File: config.mk
export PLATFORM = sky130hd
export DESIGN_NAME = agpsd_decoder
export DESIGN_NICKNAME = d
export VERILOG_FILES = /design/src/logic/agpsd_pkg.sv /design/src/logic/agpsd_decoder.sv
export VERILOG_INCLUDE_DIRS = /design/src /design/src/logic
export SDC_FILE = /design/constraint.sdc
export NUM_CORES = 1
export LEC_CHECK = 0
export ABC_AREA = 1
export ABC_CLOCK_PERIOD_IN_PS = 6300
export BUFFER_PORTS_ARGS = -buffer_cell sky130_fd_sc_hd__buf_2
export CORE_ASPECT_RATIO = 1.25
export CORE_UTILIZATION = 51
export DETAILED_ROUTE_END_ITERATION = 6
export PLACE_DENSITY_LB_ADDON = 0.1
export RECOVER_POWER = 25
export SETUP_SLACK_MARGIN = 0.4
export SYNTH_ARGS = -nofsm -noshare
export SYNTH_HDL_FRONTEND = slang
export SYNTH_SLANG_ARGS = --single-unit
export TNS_END_PERCENT = 100
File: constraint.sdc
create_clock -name clock_i -period 6.3 [get_ports clock_i]
set_clock_uncertainty 0.15 [all_clocks]
set_input_delay 1.575 -clock clock_i [delete_from_list [all_inputs] [get_ports clock_i]]
set_output_delay 1.575 -clock clock_i [all_outputs]
set_load 0.03 [all_outputs]
File: src/logic/agpsd_map.svh
`ifndef AGPSD_MAP_SVH
`define AGPSD_MAP_SVH

// compatible smm space, also the dram behind the high segment
`define AGPSD_COMPAT_LO    32'h000A_0000
`define AGPSD_COMPAT_HI    32'h000B_FFFF
// high smm segment transaction range
`define AGPSD_HIGH_LO      32'hFEDA_0000
`define AGPSD_HIGH_HI      32'hFEDB_FFFF
// high address minus this lands on the compatible dram range
`define AGPSD_HIGH_OFFSET  32'hFED0_0000
// legacy range that translated addresses must never target
`define AGPSD_LEGACY_HI    32'h000F_FFFF
// shadowable rom area, split into 16 kB regions
`define AGPSD_SHADOW_LO    32'h000C_0000
`define AGPSD_SHADOW_HI    32'h000F_FFFF
`define AGPSD_SHADOW_LSB   14
`define AGPSD_SHADOW_MSB   17
// window base/limit fields cover address bits 31:20
`define AGPSD_WIN_LSB      20
`define AGPSD_WIN_BASE_LOW 20'h0_0000
`define AGPSD_WIN_LIM_LOW  20'hF_FFFF
// top segment sizes by select code
`define AGPSD_TOP_MEMORY_SMM_SEGMENT_128K    32'h0002_0000
`define AGPSD_TOP_MEMORY_SMM_SEGMENT_256K    32'h0004_0000
`define AGPSD_TOP_MEMORY_SMM_SEGMENT_512K    32'h0008_0000
`define AGPSD_TOP_MEMORY_SMM_SEGMENT_1M      32'h0010_0000
`define AGPSD_SZ_128K      2'h0
`define AGPSD_SZ_256K      2'h1
`define AGPSD_SZ_512K      2'h2
// least memory for unremapped high-range translated access
`define AGPSD_MEM_256M     32'h1000_0000
`define AGPSD_ADDR_ZERO    32'h0000_0000
`define AGPSD_BE_OFF       8'h00

`endif

File: src/logic/agpsd_pkg.sv
package agpsd_pkg;

   // originator of a memory cycle
   typedef enum logic [1:0] {
      AGPSD_SRC_CPU,
      AGPSD_SRC_GP_PIPE,
      AGPSD_SRC_GP_FRAME,
      AGPSD_SRC_HUB
   } agpsd_src_e;

   // where the decoded cycle goes
   typedef enum logic [1:0] {
      AGPSD_TGT_DRAM,
      AGPSD_TGT_GPORT,
      AGPSD_TGT_HUB,
      AGPSD_TGT_TERMINATE
   } agpsd_tgt_e;

endpackage

File: src/logic/agpsd_decoder.sv
`timescale 1ns/1ps
`default_nettype none
`include "agpsd_map.svh"

module agpsd_decoder
   import agpsd_pkg::*;
#(
   parameter int SHADOW_REGIONS = 16
) (
   input  wire logic                      clock_i,
   input  wire logic                      srst_i,

   // configuration
   input  wire logic [11:0]               mem_window_base_i,
   input  wire logic [11:0]               mem_window_limit_i,
   input  wire logic [11:0]               prefetch_window_base_i,
   input  wire logic [11:0]               prefetch_window_limit_i,
   input  wire logic                      mem_access_enable_i,
   input  wire logic                      compatible_smm_space_en_i,
   input  wire logic                      high_smm_segment_en_i,
   input  wire logic                      top_memory_smm_segment_en_i,
   input  wire logic [1:0]                top_segment_size_i,
   input  wire logic                      smm_data_open_i,
   input  wire logic [31:0]               top_of_main_memory_i,
   input  wire logic [SHADOW_REGIONS-1:0] shadow_read_dram_i,
   input  wire logic [SHADOW_REGIONS-1:0] shadow_write_dram_i,
   input  wire logic                      flag_clear_i,

   // request
   input  wire logic                      req_valid_i,
   input  wire agpsd_src_e                req_src_i,
   input  wire logic [31:0]               req_addr_i,
   input  wire logic                      req_write_i,
   input  wire logic [7:0]                req_be_i,
   input  wire logic                      req_translated_i,
   input  wire logic                      req_smm_attr_i,
   input  wire logic                      req_writeback_i,

   // decoded answer
   output logic                           resp_valid_o,
   output agpsd_tgt_e                     resp_target_o,
   output logic [31:0]                    resp_addr_o,
   output logic [7:0]                     resp_be_o,
   output logic                           resp_snoop_o,
   output logic                           invalid_translation_entry_flag_o
);

   function automatic logic in_range(input logic [31:0] a,
                                     input logic [31:0] lo,
                                     input logic [31:0] hi);
      in_range = (a >= lo) && (a <= hi);
   endfunction

   // window bounds widened to byte addresses
   function automatic logic [31:0] win_lo(input logic [11:0] f);
      win_lo = {f, `AGPSD_WIN_BASE_LOW};
   endfunction

   function automatic logic [31:0] win_hi(input logic [11:0] f);
      win_hi = {f, `AGPSD_WIN_LIM_LOW};
   endfunction

   logic [31:0] a;
   assign a = req_addr_i;

   // graphics port windows
   wire mem_win_hit = mem_access_enable_i
      && (mem_window_limit_i >= mem_window_base_i)
      && in_range(a, win_lo(mem_window_base_i),
                  win_hi(mem_window_limit_i));
   wire pf_win_hit = mem_access_enable_i
      && (prefetch_window_limit_i >= prefetch_window_base_i)
      && in_range(a, win_lo(prefetch_window_base_i),
                  win_hi(prefetch_window_limit_i));
   wire window_hit = mem_win_hit || pf_win_hit;

   // top segment bounds
   logic [31:0] top_memory_smm_segment_size;
   always_comb begin
      case (top_segment_size_i)
         `AGPSD_SZ_128K: top_memory_smm_segment_size = `AGPSD_TOP_MEMORY_SMM_SEGMENT_128K;
         `AGPSD_SZ_256K: top_memory_smm_segment_size = `AGPSD_TOP_MEMORY_SMM_SEGMENT_256K;
         `AGPSD_SZ_512K: top_memory_smm_segment_size = `AGPSD_TOP_MEMORY_SMM_SEGMENT_512K;
         default:        top_memory_smm_segment_size = `AGPSD_TOP_MEMORY_SMM_SEGMENT_1M;
      endcase
   end
   wire [31:0] top_memory_smm_segment_lo = top_of_main_memory_i - top_memory_smm_segment_size;
   // top of memory is exclusive: last byte is one below it
   wire top_memory_smm_segment_hit = top_memory_smm_segment_en_i
      && (a >= top_memory_smm_segment_lo) && (a < top_of_main_memory_i);

   // smm transaction address ranges
   wire compat_range = in_range(a, `AGPSD_COMPAT_LO, `AGPSD_COMPAT_HI);
   wire high_range = in_range(a, `AGPSD_HIGH_LO, `AGPSD_HIGH_HI);
   wire compat_hit = compatible_smm_space_en_i && compat_range;
   wire high_hit = high_smm_segment_en_i && high_range;

   // dram holding smm code: compatible range backs both c and h
   wire smm_dram_hit = top_memory_smm_segment_hit || (compat_range
      && (compatible_smm_space_en_i || high_smm_segment_en_i));
   wire smm_addr_hit = compat_hit || high_hit || top_memory_smm_segment_hit;

   wire enough_mem = top_of_main_memory_i >= `AGPSD_MEM_256M;
   wire from_cpu = (req_src_i == AGPSD_SRC_CPU);
   wire from_hub = (req_src_i == AGPSD_SRC_HUB);
   // open-for-data lets plain cycles see compatible smm;
   // open and close together are left to software to avoid
   wire cpu_smm_ok = req_smm_attr_i || smm_data_open_i;

   // shadow regions in c0000-fffff
   wire shadow_area = in_range(a, `AGPSD_SHADOW_LO, `AGPSD_SHADOW_HI);
   logic [SHADOW_REGIONS-1:0] shadow_sel;
   genvar g;
   generate
      for (g = 0; g < SHADOW_REGIONS; g++) begin : g_shadow
         assign shadow_sel[g] = shadow_area
            && (a[`AGPSD_SHADOW_MSB:`AGPSD_SHADOW_LSB] == 4'(g));
      end
   endgenerate
   wire shadow_dram = req_write_i
      ? |(shadow_sel & shadow_write_dram_i)
      : |(shadow_sel & shadow_read_dram_i);

   // decode result
   agpsd_tgt_e  tgt_next;
   logic [31:0] addr_next;
   logic [7:0]  be_next;
   logic        snoop_next;
   logic        bad_xlat;

   // dram ends one byte below the programmed top of memory
   function automatic logic below_top(input logic [31:0] x,
                                      input logic [31:0] top);
      below_top = (x < top);
   endfunction

   wire in_dram = below_top(a, top_of_main_memory_i);

   // translated smm hit: redirected to zero, writes lose byte enables
   wire xlat_smm = req_translated_i && smm_dram_hit
      && !(high_range && high_smm_segment_en_i);
   wire [7:0] zero_be = req_write_i ? `AGPSD_BE_OFF : req_be_i;

   // smm rights for the cpu top and high segments
   wire cpu_seg_ok = req_smm_attr_i || req_writeback_i;

   // priority order matters: translated checks come before the
   // per-master rules so a translated hit can never slip past
   always_comb begin
      tgt_next   = AGPSD_TGT_HUB;
      addr_next  = a;
      be_next    = req_be_i;
      snoop_next = from_hub;
      bad_xlat   = 1'b0;

      if (req_translated_i && high_hit) begin
         // high transaction range is not smm dram: pass through
         if (enough_mem) begin
            tgt_next = AGPSD_TGT_DRAM;
         end else begin
            tgt_next = AGPSD_TGT_HUB;
         end

      end else if (xlat_smm) begin
         // data is dropped, not faulted: the flag tells software
         tgt_next  = AGPSD_TGT_DRAM;
         addr_next = `AGPSD_ADDR_ZERO;
         be_next   = zero_be;
         bad_xlat  = 1'b1;

      end else if (!from_cpu && smm_addr_hit) begin
         // direct access by a bus master is treated as invalid
         tgt_next  = AGPSD_TGT_DRAM;
         addr_next = `AGPSD_ADDR_ZERO;
         be_next   = zero_be;

      end else if (!from_cpu) begin
         // graphics windows are not decoded for bus masters
         if (in_dram) begin
            tgt_next = AGPSD_TGT_DRAM;
         end else begin
            tgt_next = AGPSD_TGT_HUB;
         end

      end else if (high_hit) begin
         if (cpu_seg_ok) begin
            tgt_next  = AGPSD_TGT_DRAM;
            addr_next = a - `AGPSD_HIGH_OFFSET;
         end else begin
            tgt_next = AGPSD_TGT_TERMINATE;
         end

      end else if (top_memory_smm_segment_hit) begin
         // writebacks must land to keep caches coherent
         if (cpu_seg_ok) begin
            tgt_next = AGPSD_TGT_DRAM;
         end else begin
            tgt_next = AGPSD_TGT_TERMINATE;
         end

      end else if (compat_hit) begin
         // without smm rights the legacy video range stays on the hub
         if (cpu_smm_ok) begin
            tgt_next = AGPSD_TGT_DRAM;
         end else begin
            tgt_next = AGPSD_TGT_HUB;
         end

      end else if (window_hit) begin
         tgt_next = AGPSD_TGT_GPORT;

      end else if (shadow_area) begin
         // reads and writes may go to different places while copying
         if (shadow_dram) begin
            tgt_next = AGPSD_TGT_DRAM;
         end else begin
            tgt_next = AGPSD_TGT_HUB;
         end

      end else if (in_dram) begin
         tgt_next = AGPSD_TGT_DRAM;

      end else begin
         tgt_next = AGPSD_TGT_HUB;
      end
   end

   // registered answer, one cycle after the request
   logic flag_reg;
   wire  flag_set = req_valid_i && bad_xlat;
   // a hit in the clearing cycle keeps the flag set
   wire  flag_next = flag_set || (flag_reg && !flag_clear_i);

   always_ff @(posedge clock_i) begin
      if (srst_i) begin
         resp_valid_o  <= 1'b0;
         resp_target_o <= AGPSD_TGT_HUB;
         resp_addr_o   <= `AGPSD_ADDR_ZERO;
         resp_be_o     <= `AGPSD_BE_OFF;
         resp_snoop_o  <= 1'b0;
         flag_reg      <= 1'b0;
      end else begin
         resp_valid_o  <= req_valid_i;
         resp_target_o <= tgt_next;
         resp_addr_o   <= addr_next;
         resp_be_o     <= be_next;
         resp_snoop_o  <= req_valid_i && snoop_next;
         flag_reg      <= flag_next;
      end
   end

   assign invalid_translation_entry_flag_o = flag_reg;

endmodule

`default_nettype wire

Word-level counts from Yosys, hierarchy flattened
Index checks and enable logic that the tools add are counted.
{"block": "word_totals", "ff_bits": 45, "word_cells": 124}
{"block": "classes", "reduce_logical": 53, "addsub": 2, "n_mux": 28, "n_bitwise": 2, "order_cmp": 15, "eq_ne": 18}
{"cell": "$mux W32", "n": 6}
{"cell": "$ge A32 B32 Y1", "n": 3}
{"cell": "$ge A32 B20 Y1 const B", "n": 2}
{"cell": "$le A32 B20 Y1 const B", "n": 2}
{"cell": "$le A32 B32 Y1", "n": 2}
{"cell": "$pmux W21 S3", "n": 1}
{"cell": "$logic_and A1 B1 Y1", "n": 37}
{"cell": "$and A16 B16 Y16", "n": 2}
{"cell": "$eq A4 B4 Y1 const B", "n": 8}
{"cell": "$ge A32 B29 Y1 const B", "n": 1}
{"cell": "$ge A32 B32 Y1 const B", "n": 1}
{"cell": "$le A32 B32 Y1 const B", "n": 1}
{"cell": "$lt A32 B32 Y1", "n": 1}
{"cell": "$mux W8", "n": 4}
{"cell": "$reduce_or A16 Y1", "n": 2}
{"cell": "$sub A32 B32 Y32", "n": 1}
{"cell": "$sub A32 B32 Y32 const B", "n": 1}
{"cell": "$mux W2", "n": 14}
{"cell": "$ge A12 B12 Y1", "n": 2}
{"cell": "$eq A4 B3 Y1 const B", "n": 4}
{"cell": "$eq A4 B2 Y1 const B", "n": 2}
{"cell": "$logic_or A1 B1 Y1", "n": 8}
{"cell": "$eq A2 B2 Y1 const B", "n": 2}
{"cell": "$eq A4 B1 Y1 const B", "n": 1}
{"cell": "other kinds (5)", "n": 10}

Longest topological paths before layout
Gate-level depths: netlist of the first run.
{"block": "logic_depth", "depth_word": 16, "depth_mapped": 29, "mapped_depth_nobuf": 28}

Least setup slack after synthesis of the first run
OpenSTA, ideal clock, no wires.
{"block": "synth_timing", "path_type": "input port to flip-flop", "start": "input top_segment_size_i[0]", "end": "register resp_addr_o[23]", "setup_slack_ps": 594, "cell_stages": 28, "arrival_time_ps": 5445, "path_buffers": 1, "path_cell_list": "inv_1 -> or2_2 -> fa_1 -> and3_1 -> a211oi_1 -> nand3_1 -> nor2_1 -> inv_1 -> nor3_1 -> nand2_1 -> nor3_2 -> nand3_1 -> xor2_1 -> ha_1 -> nand2_1 -> nor2_1 -> nand4_1 -> nor4_1 -> nand3_1 -> nand3_1 -> nand3_1 -> nand2_1 -> nand2_1 -> nand2_2 -> nand2_2 -> nand2_4 -> buf_8 -> nor2_2"}
{"block": "synth_between", "elab_chain_len": 11, "elab_cells_between_ends": 16, "classes_between": "add/sub: 1; order compare: 1; eq/ne: 2; mux: 4; reduce/logical: 8"}
{"item": "start: declaration", "line": "agpsd_decoder.sv:22", "rtl": "input wire logic [1:0] top_segment_size_i,"}
{"item": "$eq A2 B2 Y1 (tied with other cells)", "line": "agpsd_decoder.sv:80", "rtl": "case (top_segment_size_i)"}
{"item": "$pmux W21 S3 *", "line": "agpsd_decoder.sv:80"}
{"item": "$sub A32 B32 Y32 *", "line": "agpsd_decoder.sv:87", "rtl": "wire [31:0] top_memory_smm_segment_lo = top_of_main_memory_i - top_memory_smm_segment_size;"}
{"item": "$ge A32 B32 Y1 *", "line": "agpsd_decoder.sv:90", "rtl": "&& (a >= top_memory_smm_segment_lo) && (a < top_of_main_memory_i);"}
{"item": "$logic_and A1 B1 Y1 * (2 in series)", "line": "agpsd_decoder.sv:90"}
{"item": "$logic_or A1 B1 Y1, on equally long branches", "line": "agpsd_decoder.sv:101, agpsd_decoder.sv:99"}
{"item": "$logic_and A1 B1 Y1, on equally long branches", "line": "agpsd_decoder.sv:171, agpsd_decoder.sv:140"}
{"item": "$mux W32 or $logic_and A1 B1 Y1 (tied branches)", "line": "agpsd_decoder.sv:171, agpsd_decoder.sv:141"}
{"item": "$mux W32 *", "line": "agpsd_decoder.sv:164", "rtl": "end else if (xlat_smm) begin"}
{"item": "$mux W32 *", "line": "agpsd_decoder.sv:156", "rtl": "if (req_translated_i && high_hit) begin"}
{"item": "end signal: assignment", "line": "agpsd_decoder.sv:238", "rtl": "resp_addr_o <= `AGPSD_ADDR_ZERO;"}
{"item": "end signal: assignment", "line": "agpsd_decoder.sv:245", "rtl": "resp_addr_o <= addr_next;"}
{"item": "end: declaration", "line": "agpsd_decoder.sv:42", "rtl": "output logic [31:0] resp_addr_o,"}
Every way passes the cells marked *; elsewhere a longest branch is shown, timed or not.
A chain may end at the register's enable or synchronous reset.

Worst setup path after layout of the first run
{"block": "layout_timing", "start": "input top_segment_size_i[0]", "end": "register resp_addr_o[3]"}
Same word-level chain as after synthesis.

==> reports/results.ini, run 1 <==
[status]
outcome = completed

[floorplanning]
coreArea_mm2 = 0.0111
fp.dieW_um = 97.5
start_util_pct = 52.5
rows = 43
num_io_pins = 214
die-area_mm2 = 0.0118
die_h_um = 121

[yosys]
synth-edff-count = 0
synth-compound-area-share_pct = 10.8
syn-num-nets = 1183
synth_top_family_by_area = simple AND/OR/NAND/NOR gates
synth_seq_cells = 45
synth_area_mm2 = 0.00581
synth_seq_area_share_pct = 15.5
synth_cells = 887
yosys.area_share.xor_xnor_pct = 1.66
synth_flop_cell = dfxtp_1
synth.distinct_cells = 40
ys_async_sr_fraction_pct = 0
synth_area_per_cell_um2 = 6.56
synthAdderAreaFrac_pct = 27.5
yosys-mux-area-fraction_pct = 0
ys_warn_count = 0
synth-simple-area-share_pct = 33.1

[drt]
drt-vias-per-instance = 5.26
drc = 0
drt_iter0_drc = 266
routed-via-count = 6562
postRouteAntennaNets = 0
firstDrtPassIters = 5
detail_route.wl_per_cell_um = 13.9
drt-total-wl_um = 17400

[grt]
first_global_vias = 6024
grt_overflow = 0
antenna_found_initial = 0
grt_max_degree = 34
track_usage_pct = 27.9
grt_pass1_wl_um = 27000

[timing]
period_minus_slack_ps = 5890
finalCritPeriodShare_pct = 93.4
finalSetupTns_ps = 0
hold_violations = 0
slew_headroom_pct = 34.9
timing.hold.ws_ps = 334
worst_slack_ps = 414
tightest_slew_ps = 974
slew_violations = 0
rsz0062_at_grt = true
max_freq_ghz = 0.170
setup_viol = 0

[critical_path]
path_buf_inv = 4
r2r_slack_ps = 5560
cp-start-kind = input port
end_kind = register
cp_top_family = simple AND/OR/NAND/NOR gates
cpMaxStageDelayCell = fa_2
reg2regPathDepth = 2
cp.required_ps = 6330
cp_max_fo = 7
crit_type = input port to register
cp_num_cells = 30
slowest_delay_ps = 350
cp_data_arrival_time_ps = 5920

[pwr]
switching_share_pct = 38.0
clkPwrFrac_pct = 25.8
p_total_uw = 996
seqPwrFrac_pct = 31.3
p_switching_uw = 378
power.leakage_nw = 4.20
power_density_mw_per_mm2 = 135
peakVddDrop_uv = 132
internal_power_uw = 617
p_comb_share_pct = 42.9

[clocking]
htreeDepth = 2
max-clock-path-buffers = 2
clockRootBuffer = clkbuf_16
clock_latency_ps = 280
hold_buffers = 0
path_clk_slew_ps = 70
clock-sinks = 45
cts_tree = built
numCtsBuffers = 5

[final_layout]
syn2layout_area_growth_pct = 26.9
fin_nets = 1407
filler_cell_count = 1092
final_common_cell = buf_2
drive_gt1_share_pct = 24.6
antenna_cells = 0
layout_common_cells = buf_2 (190), nand2_1 (171), inv_1 (144)

[worst_hold_path]
holdPathStages = 2
hp-class = register to register

[placement]
hpwl_um = 14400
pre_cts_ws_ps = 34.4
gp_congestion = 0.872
numPortBuffers = 213

[job]
cap_violations = 0

-- synth_stat cells (2+ instances only) --
library cell  count  share of area (%)
a211oi_1          6               0.77
a21boi_1          2               0.26
a21oi_1          63                5.4
and3_1            2               0.22
buf_2             3               0.26
buf_4             3               0.39
buf_6             2               0.39
dfxtp_1          45                 15
ha_1            126                 27
inv_1           147                9.5
inv_2            10               0.65
nand2_1         176                 11
nand2_2           3               0.32
nand3_1          31                2.7
nand3_2           2               0.34
nand4_1          58                6.2
nor2_1          110                7.1
nor2_2           12                1.3
nor3_1           13                1.1
nor3_2            6                1.0
nor4_1            7               0.75
o211ai_1          6               0.77
o21ai_0          25                2.2
o21bai_1          2               0.26
o31ai_1           3               0.39
xor2_1           10                1.5
-- worst reg2reg max path: stages, from the launching register on --
cell	delay (ps)
dfxtp_1	330
nand2_1	50
o22ai_1	140
-- registers in the layout, indices dropped and copies added (netlist names) --
register and flops:
resp_valid_o 1, resp_snoop_o 1, resp_addr_o 32, resp_be_o 8
invalid_translation_entry_flag_o 1, resp_target_o 2
-- per-stage QoR --
| stage | area [um^2] | instances | util, % |
|---|---|---|---|
| 6_report | 7380 | 1247 | 66.6 |
| 4_1_cts | 7170 | 1238 | 64.7 |
| 5_1_grt | 7380 | 1247 | 66.6 |
| 2_1_floorplan | 5810 | 887 | - |
| 3_5_place_dp | 7020 | 1230 | 63.3 |
| 3_3_place_gp | 7020 | 1230 | 63.3 |
-- final timing paths --
path | startpoint | to
setup reg to reg | invalid_translation_entry_flag_o | invalid_translation_entry_flag_o
setup / recovery | top_segment_size_i[0] | resp_addr_o[3]
hold reg to reg | invalid_translation_entry_flag_o | invalid_translation_entry_flag_o
hold / removal | invalid_translation_entry_flag_o | invalid_translation_entry_flag_o
-- routing by layer --
metal  vias up  share of wire, %  global-route usage [%]
li1       3406                 -                       -
met1      2915                40                    31.2
met2       214                53                    55.6
met3        27               5.1                    2.65
met4         0               2.0                    6.62
met5         -                 0                       0
-- power groups by stage --
stage | clock [mW] | sequential (mW) | combinational [mW]
2_1_floorplan | 0 | 0.356 | 0.210
3_3_place_gp | 0 | 0.317 | 0.398
3_5_place_dp | 0 | 0.317 | 0.404
4_1_cts | 0.259 | 0.311 | 0.408
5_1_grt | 0.273 | 0.312 | 0.481
6_report | 0.257 | 0.311 | 0.427
-- area by class of cell --
type / count / area (um^2) / area share [%]
clock buffer: 5 / 125 / 1.70
timing repair buffer: 227 / 1190 / 16.2
clock inverter: 3 / 21.3 / 0.288
sequential: 45 / 901 / 12.2
multi-input combinational: 675 / 4380 / 59.3
inverter: 157 / 589 / 7.99
tap: 135 / 169 / 2.29
-- repair_timing --
item                                    4_1_cts  5_1_grt
endpoints found under the setup margin       25       43
gates cloned                                  0        1
buffers inserted                              0        8
endpoints found under the hold margin         0        0
pin swaps                                     0       22
resized for setup                             1       38
-- logic make-up (layout without fill, tap and decap cells) --
group / count (synthesis) / after routing
adder cells (fa/ha/maj): 127 / 127
buffers and inverters: 167 / 392
flip-flops: 45 / 45
AND/OR/NAND/NOR: 424 / 424
XOR/XNOR: 11 / 11
AO/OA/AOI/OAI: 113 / 113
(Power assumes the default switching activity.)
==> run 2, diff against run 1 <==
--- a/config.mk
+++ b/config.mk
@@ -6,7 +6,6 @@
 export SDC_FILE = /design/constraint.sdc
 export NUM_CORES = 1
 export LEC_CHECK = 0
-export ABC_AREA = 1
 export ABC_CLOCK_PERIOD_IN_PS = 6300
 export BUFFER_PORTS_ARGS = -buffer_cell sky130_fd_sc_hd__buf_2
 export CORE_ASPECT_RATIO = 1.25
@@ -15,6 +14,7 @@
 export PLACE_DENSITY_LB_ADDON = 0.1
 export RECOVER_POWER = 25
 export SETUP_SLACK_MARGIN = 0.4
+export SKIP_CTS_REPAIR_TIMING = 1
 export SYNTH_ARGS = -nofsm -noshare
 export SYNTH_HDL_FRONTEND = slang
 export SYNTH_SLANG_ARGS = --single-unit
==> run 2 against run 1 <==
Clock-buffer cell count did not move. Clock power rose by 14%. Utilization fell by 0.15 points. Register-to-register slack got worse by 60 ps. Via count fell by 11%. Synthesized cell count fell by 23%. Sequential share of layout area rose by 1.0 points. Final area fell by 7.6%. Non-clock buffer count fell by 11. Critical path type unchanged.
==> reports/results.ini, run 2 <==
[status]
outcome = completed

[final_layout]
layout_common_cells = buf_2 (192), ha_1 (126), inv_1 (87)
regArea_um2 = 901  ; unchanged
filler_cell_count = 925  ; -15%
top_regs = resp_addr_o: 32 flops, resp_be_o: 8 flops, resp_target_o: 2 flops
top_register = resp_addr_o
fin_cells = 1017  ; -18%
largest_register_ffs = 32  ; unchanged
antenna_cells = 0  ; unchanged
multi_input_area_mm2 = 0.00419  ; -4.1%
syn2layout_area_growth_pct = 24.4
drive_gt1_share_pct = 25.5  ; +0.81 points
final_common_cell = buf_2
fin_nets = 1184  ; -16%

[job]
cap_violations = 0  ; unchanged

[clocking]
clock_latency_ps = 280  ; about the same
htreeDepth = 2  ; unchanged
cts_tree = built
clockRootBuffer = clkbuf_16
path_clk_slew_ps = 60  ; about the same
max-clock-path-buffers = 2  ; unchanged
clock-sinks = 45  ; unchanged
numCtsBuffers = 5  ; unchanged

[worst_hold_path]
hp-class = register to register
holdPathStages = 2  ; unchanged

[grt]
grt_overflow = 0  ; unchanged
first_global_vias = 5787  ; -3.9%
grt_pass1_wl_um = 25200  ; -6.8%
track_usage_pct = 27.8  ; -0.068 points
antenna_found_initial = 0  ; unchanged
grt_max_degree = 26  ; -24%

[timing]
finalCritPeriodShare_pct = 90.4  ; -3.1 points
finalSetupTns_ps = 0  ; unchanged
max_freq_ghz = 0.176  ; +3.4%
period_minus_slack_ps = 5690  ; -193 ps
hold_violations = 0  ; unchanged
tightest_slew_ps = 714  ; -260 ps
slew_violations = 0  ; unchanged
slew_headroom_pct = 51.1  ; +16 points
rsz0062_at_grt = false
setup_viol = 0  ; unchanged

[floorplanning]
num_io_pins = 214  ; unchanged
start_util_pct = 53.4  ; +0.90 points
fp.dieW_um = 94.7  ; -2.9%
die-area_mm2 = 0.0112  ; -5.7%
die_h_um = 118  ; -2.9%
rows = 41  ; -4.7%
coreArea_mm2 = 0.0103  ; -7.4%

[critical_path]
crit_type = input port to register
end_kind = register
cp_data_arrival_time_ps = 5770  ; -150 ps
cp-start-kind = input port
reg2regPathDepth = 2  ; unchanged
cp_max_fo = 19  ; +12
cp.required_ps = 6380  ; +50 ps

[yosys]
synth_area_per_cell_um2 = 8.05  ; +23%
yosys-top-cells-area = ha_1 (29%), dfxtp_1 (16%), inv_1 (6.0%), a21oi_1 (4.2%), and2_1 (4.1%)
synth-compound-area-share_pct = 18.5  ; +7.6 points
synth-simple-area-share_pct = 23.8  ; -9.2 points
yosys-mux-area-fraction_pct = 2.13  ; +2.1 points
synth_area_mm2 = 0.00548  ; -5.8%
ys_warn_count = 0  ; unchanged
ys_async_sr_fraction_pct = 0  ; unchanged
synthAdderAreaFrac_pct = 29.2  ; +1.7 points
yosysMostFrequentCell = ha_1
synthTopCellsByCount = ha_1 (126), inv_1 (87), a21oi_1 (46)
synth-edff-count = 0  ; unchanged
synth.distinct_cells = 70  ; +75%
synth_cells = 680  ; -23%
synth_seq_cells = 45  ; unchanged
yosysTopAreaCellShare_pct = 28.8  ; +1.7 points
synth_seq_area_share_pct = 16.5  ; +0.96 points
yosys.area_share.xor_xnor_pct = 2.24  ; +0.58 points
synth_top_family_by_area = adder cells
synth_flop_cell = dfxtp_1
yosysTopAreaCell = ha_1
syn-num-nets = 976  ; -17%

[drt]
detail_route.wl_per_cell_um = 15.9  ; +14%
firstDrtPassIters = 5  ; unchanged
drt-vias-per-instance = 5.73  ; +8.8%
drc = 0  ; unchanged
drt_iter0_drc = 238  ; -11%
drt-total-wl_um = 16200  ; -7.0%
routed-via-count = 5825  ; -11%
postRouteAntennaNets = 0  ; unchanged

[placement]
placed_cells = 1008  ; -18%
hpwl_um = 13300  ; -7.7%
gp_congestion = 0.906  ; +3.9%
numPortBuffers = 213  ; unchanged

[pwr]
peakVddDrop_uv = 119  ; -10%
power.leakage_nw = 3.60  ; -14%
power_density_mw_per_mm2 = 149  ; +11%

==> run 2: routing by layer <==
metal | vias to the layer above | GRT usage (%) | part of all wire, %
met1 | 2658 | 30.3 | 38
met3 | 50 | 3.49 | 7.2
met5 | - | 0 | 0
li1 | 2873 | - | -
met2 | 244 | 51.8 | 51
met4 | 0 | 12.1 | 4.1
==> run 2: path summary, 6_finish.rpt <==
kind                                         start                                to  slack [ps]
setup / recovery             top_segment_size_i[1]                   resp_addr_o[10]         610
hold / removal    invalid_translation_entry_flag_o  invalid_translation_entry_flag_o         350
setup reg to reg  invalid_translation_entry_flag_o  invalid_translation_entry_flag_o        5500
hold reg to reg   invalid_translation_entry_flag_o  invalid_translation_entry_flag_o         350
==> run 2: cell families (layout without fill, tap and decap cells) <==
family | count (synthesis) | after routing
multiplexers | 10 | 10
AO/OA/AOI/OAI | 151 | 151
buffers and inverters | 102 | 310
AND/OR/NAND/NOR | 231 | 231
XOR/XNOR | 14 | 14
flip-flops | 45 | 45
adder cells (fa/ha/maj) | 127 | 127
==> run 2: area by class of cell <==
| cell class | instances | share of cell area, % |
|---|---|---|
| clock buffers | 5 | 1.84 |
| clock inverters | 2 | 0.569 |
| inverters | 87 | 4.79 |
| flip-flops and latches | 45 | 13.2 |
| well taps | 129 | 2.37 |
| repair buffers | 216 | 15.6 |
| multi-input cells | 533 | 61.6 |
==> run 2: per-stage QoR <==
stage	hold WS (ps)	area [um^2]	total power, mW	setup slack [ps]	util [%]
floorplan	518	5480	0.570	765	-
global placement	345	6610	0.705	232	64.5
detailed placement	355	6610	0.722	74.1	64.5
CTS	364	6780	1.02	332	66.1
global route	396	6810	1.08	274	66.4
finish	351	6810	1.02	607	66.4
==> run 2: where the power goes <==
| part | total, mW | switching, mW | internal [mW] |
|---|---|---|---|
| Clock | 0.293 | 0.107 | 0.186 |
| Combinational | 0.416 | 0.242 | 0.174 |
| Sequential | 0.308 | 0.00462 | 0.304 |
| Total | 1.02 | 0.353 | 0.664 |
==> run 2: worst max-delay path: stages <==
cell and delay [ps]:
buf_2 120, nor2_1 110, ha_1 150, inv_1 60
fa_1 390, a21oi_1 170, nor2b_1 90, nor4_2 340
and3_1 250, nand2_1 110, nor4_2 240, xnor2_1 180
ha_1 290, nand2_1 90, nor2_1 40, a211oi_1 150
o21ai_0 110, a21o_1 210, o21bai_4 210, a21oi_2 120
a221oi_4 420, buf_6 210, and2_1 140
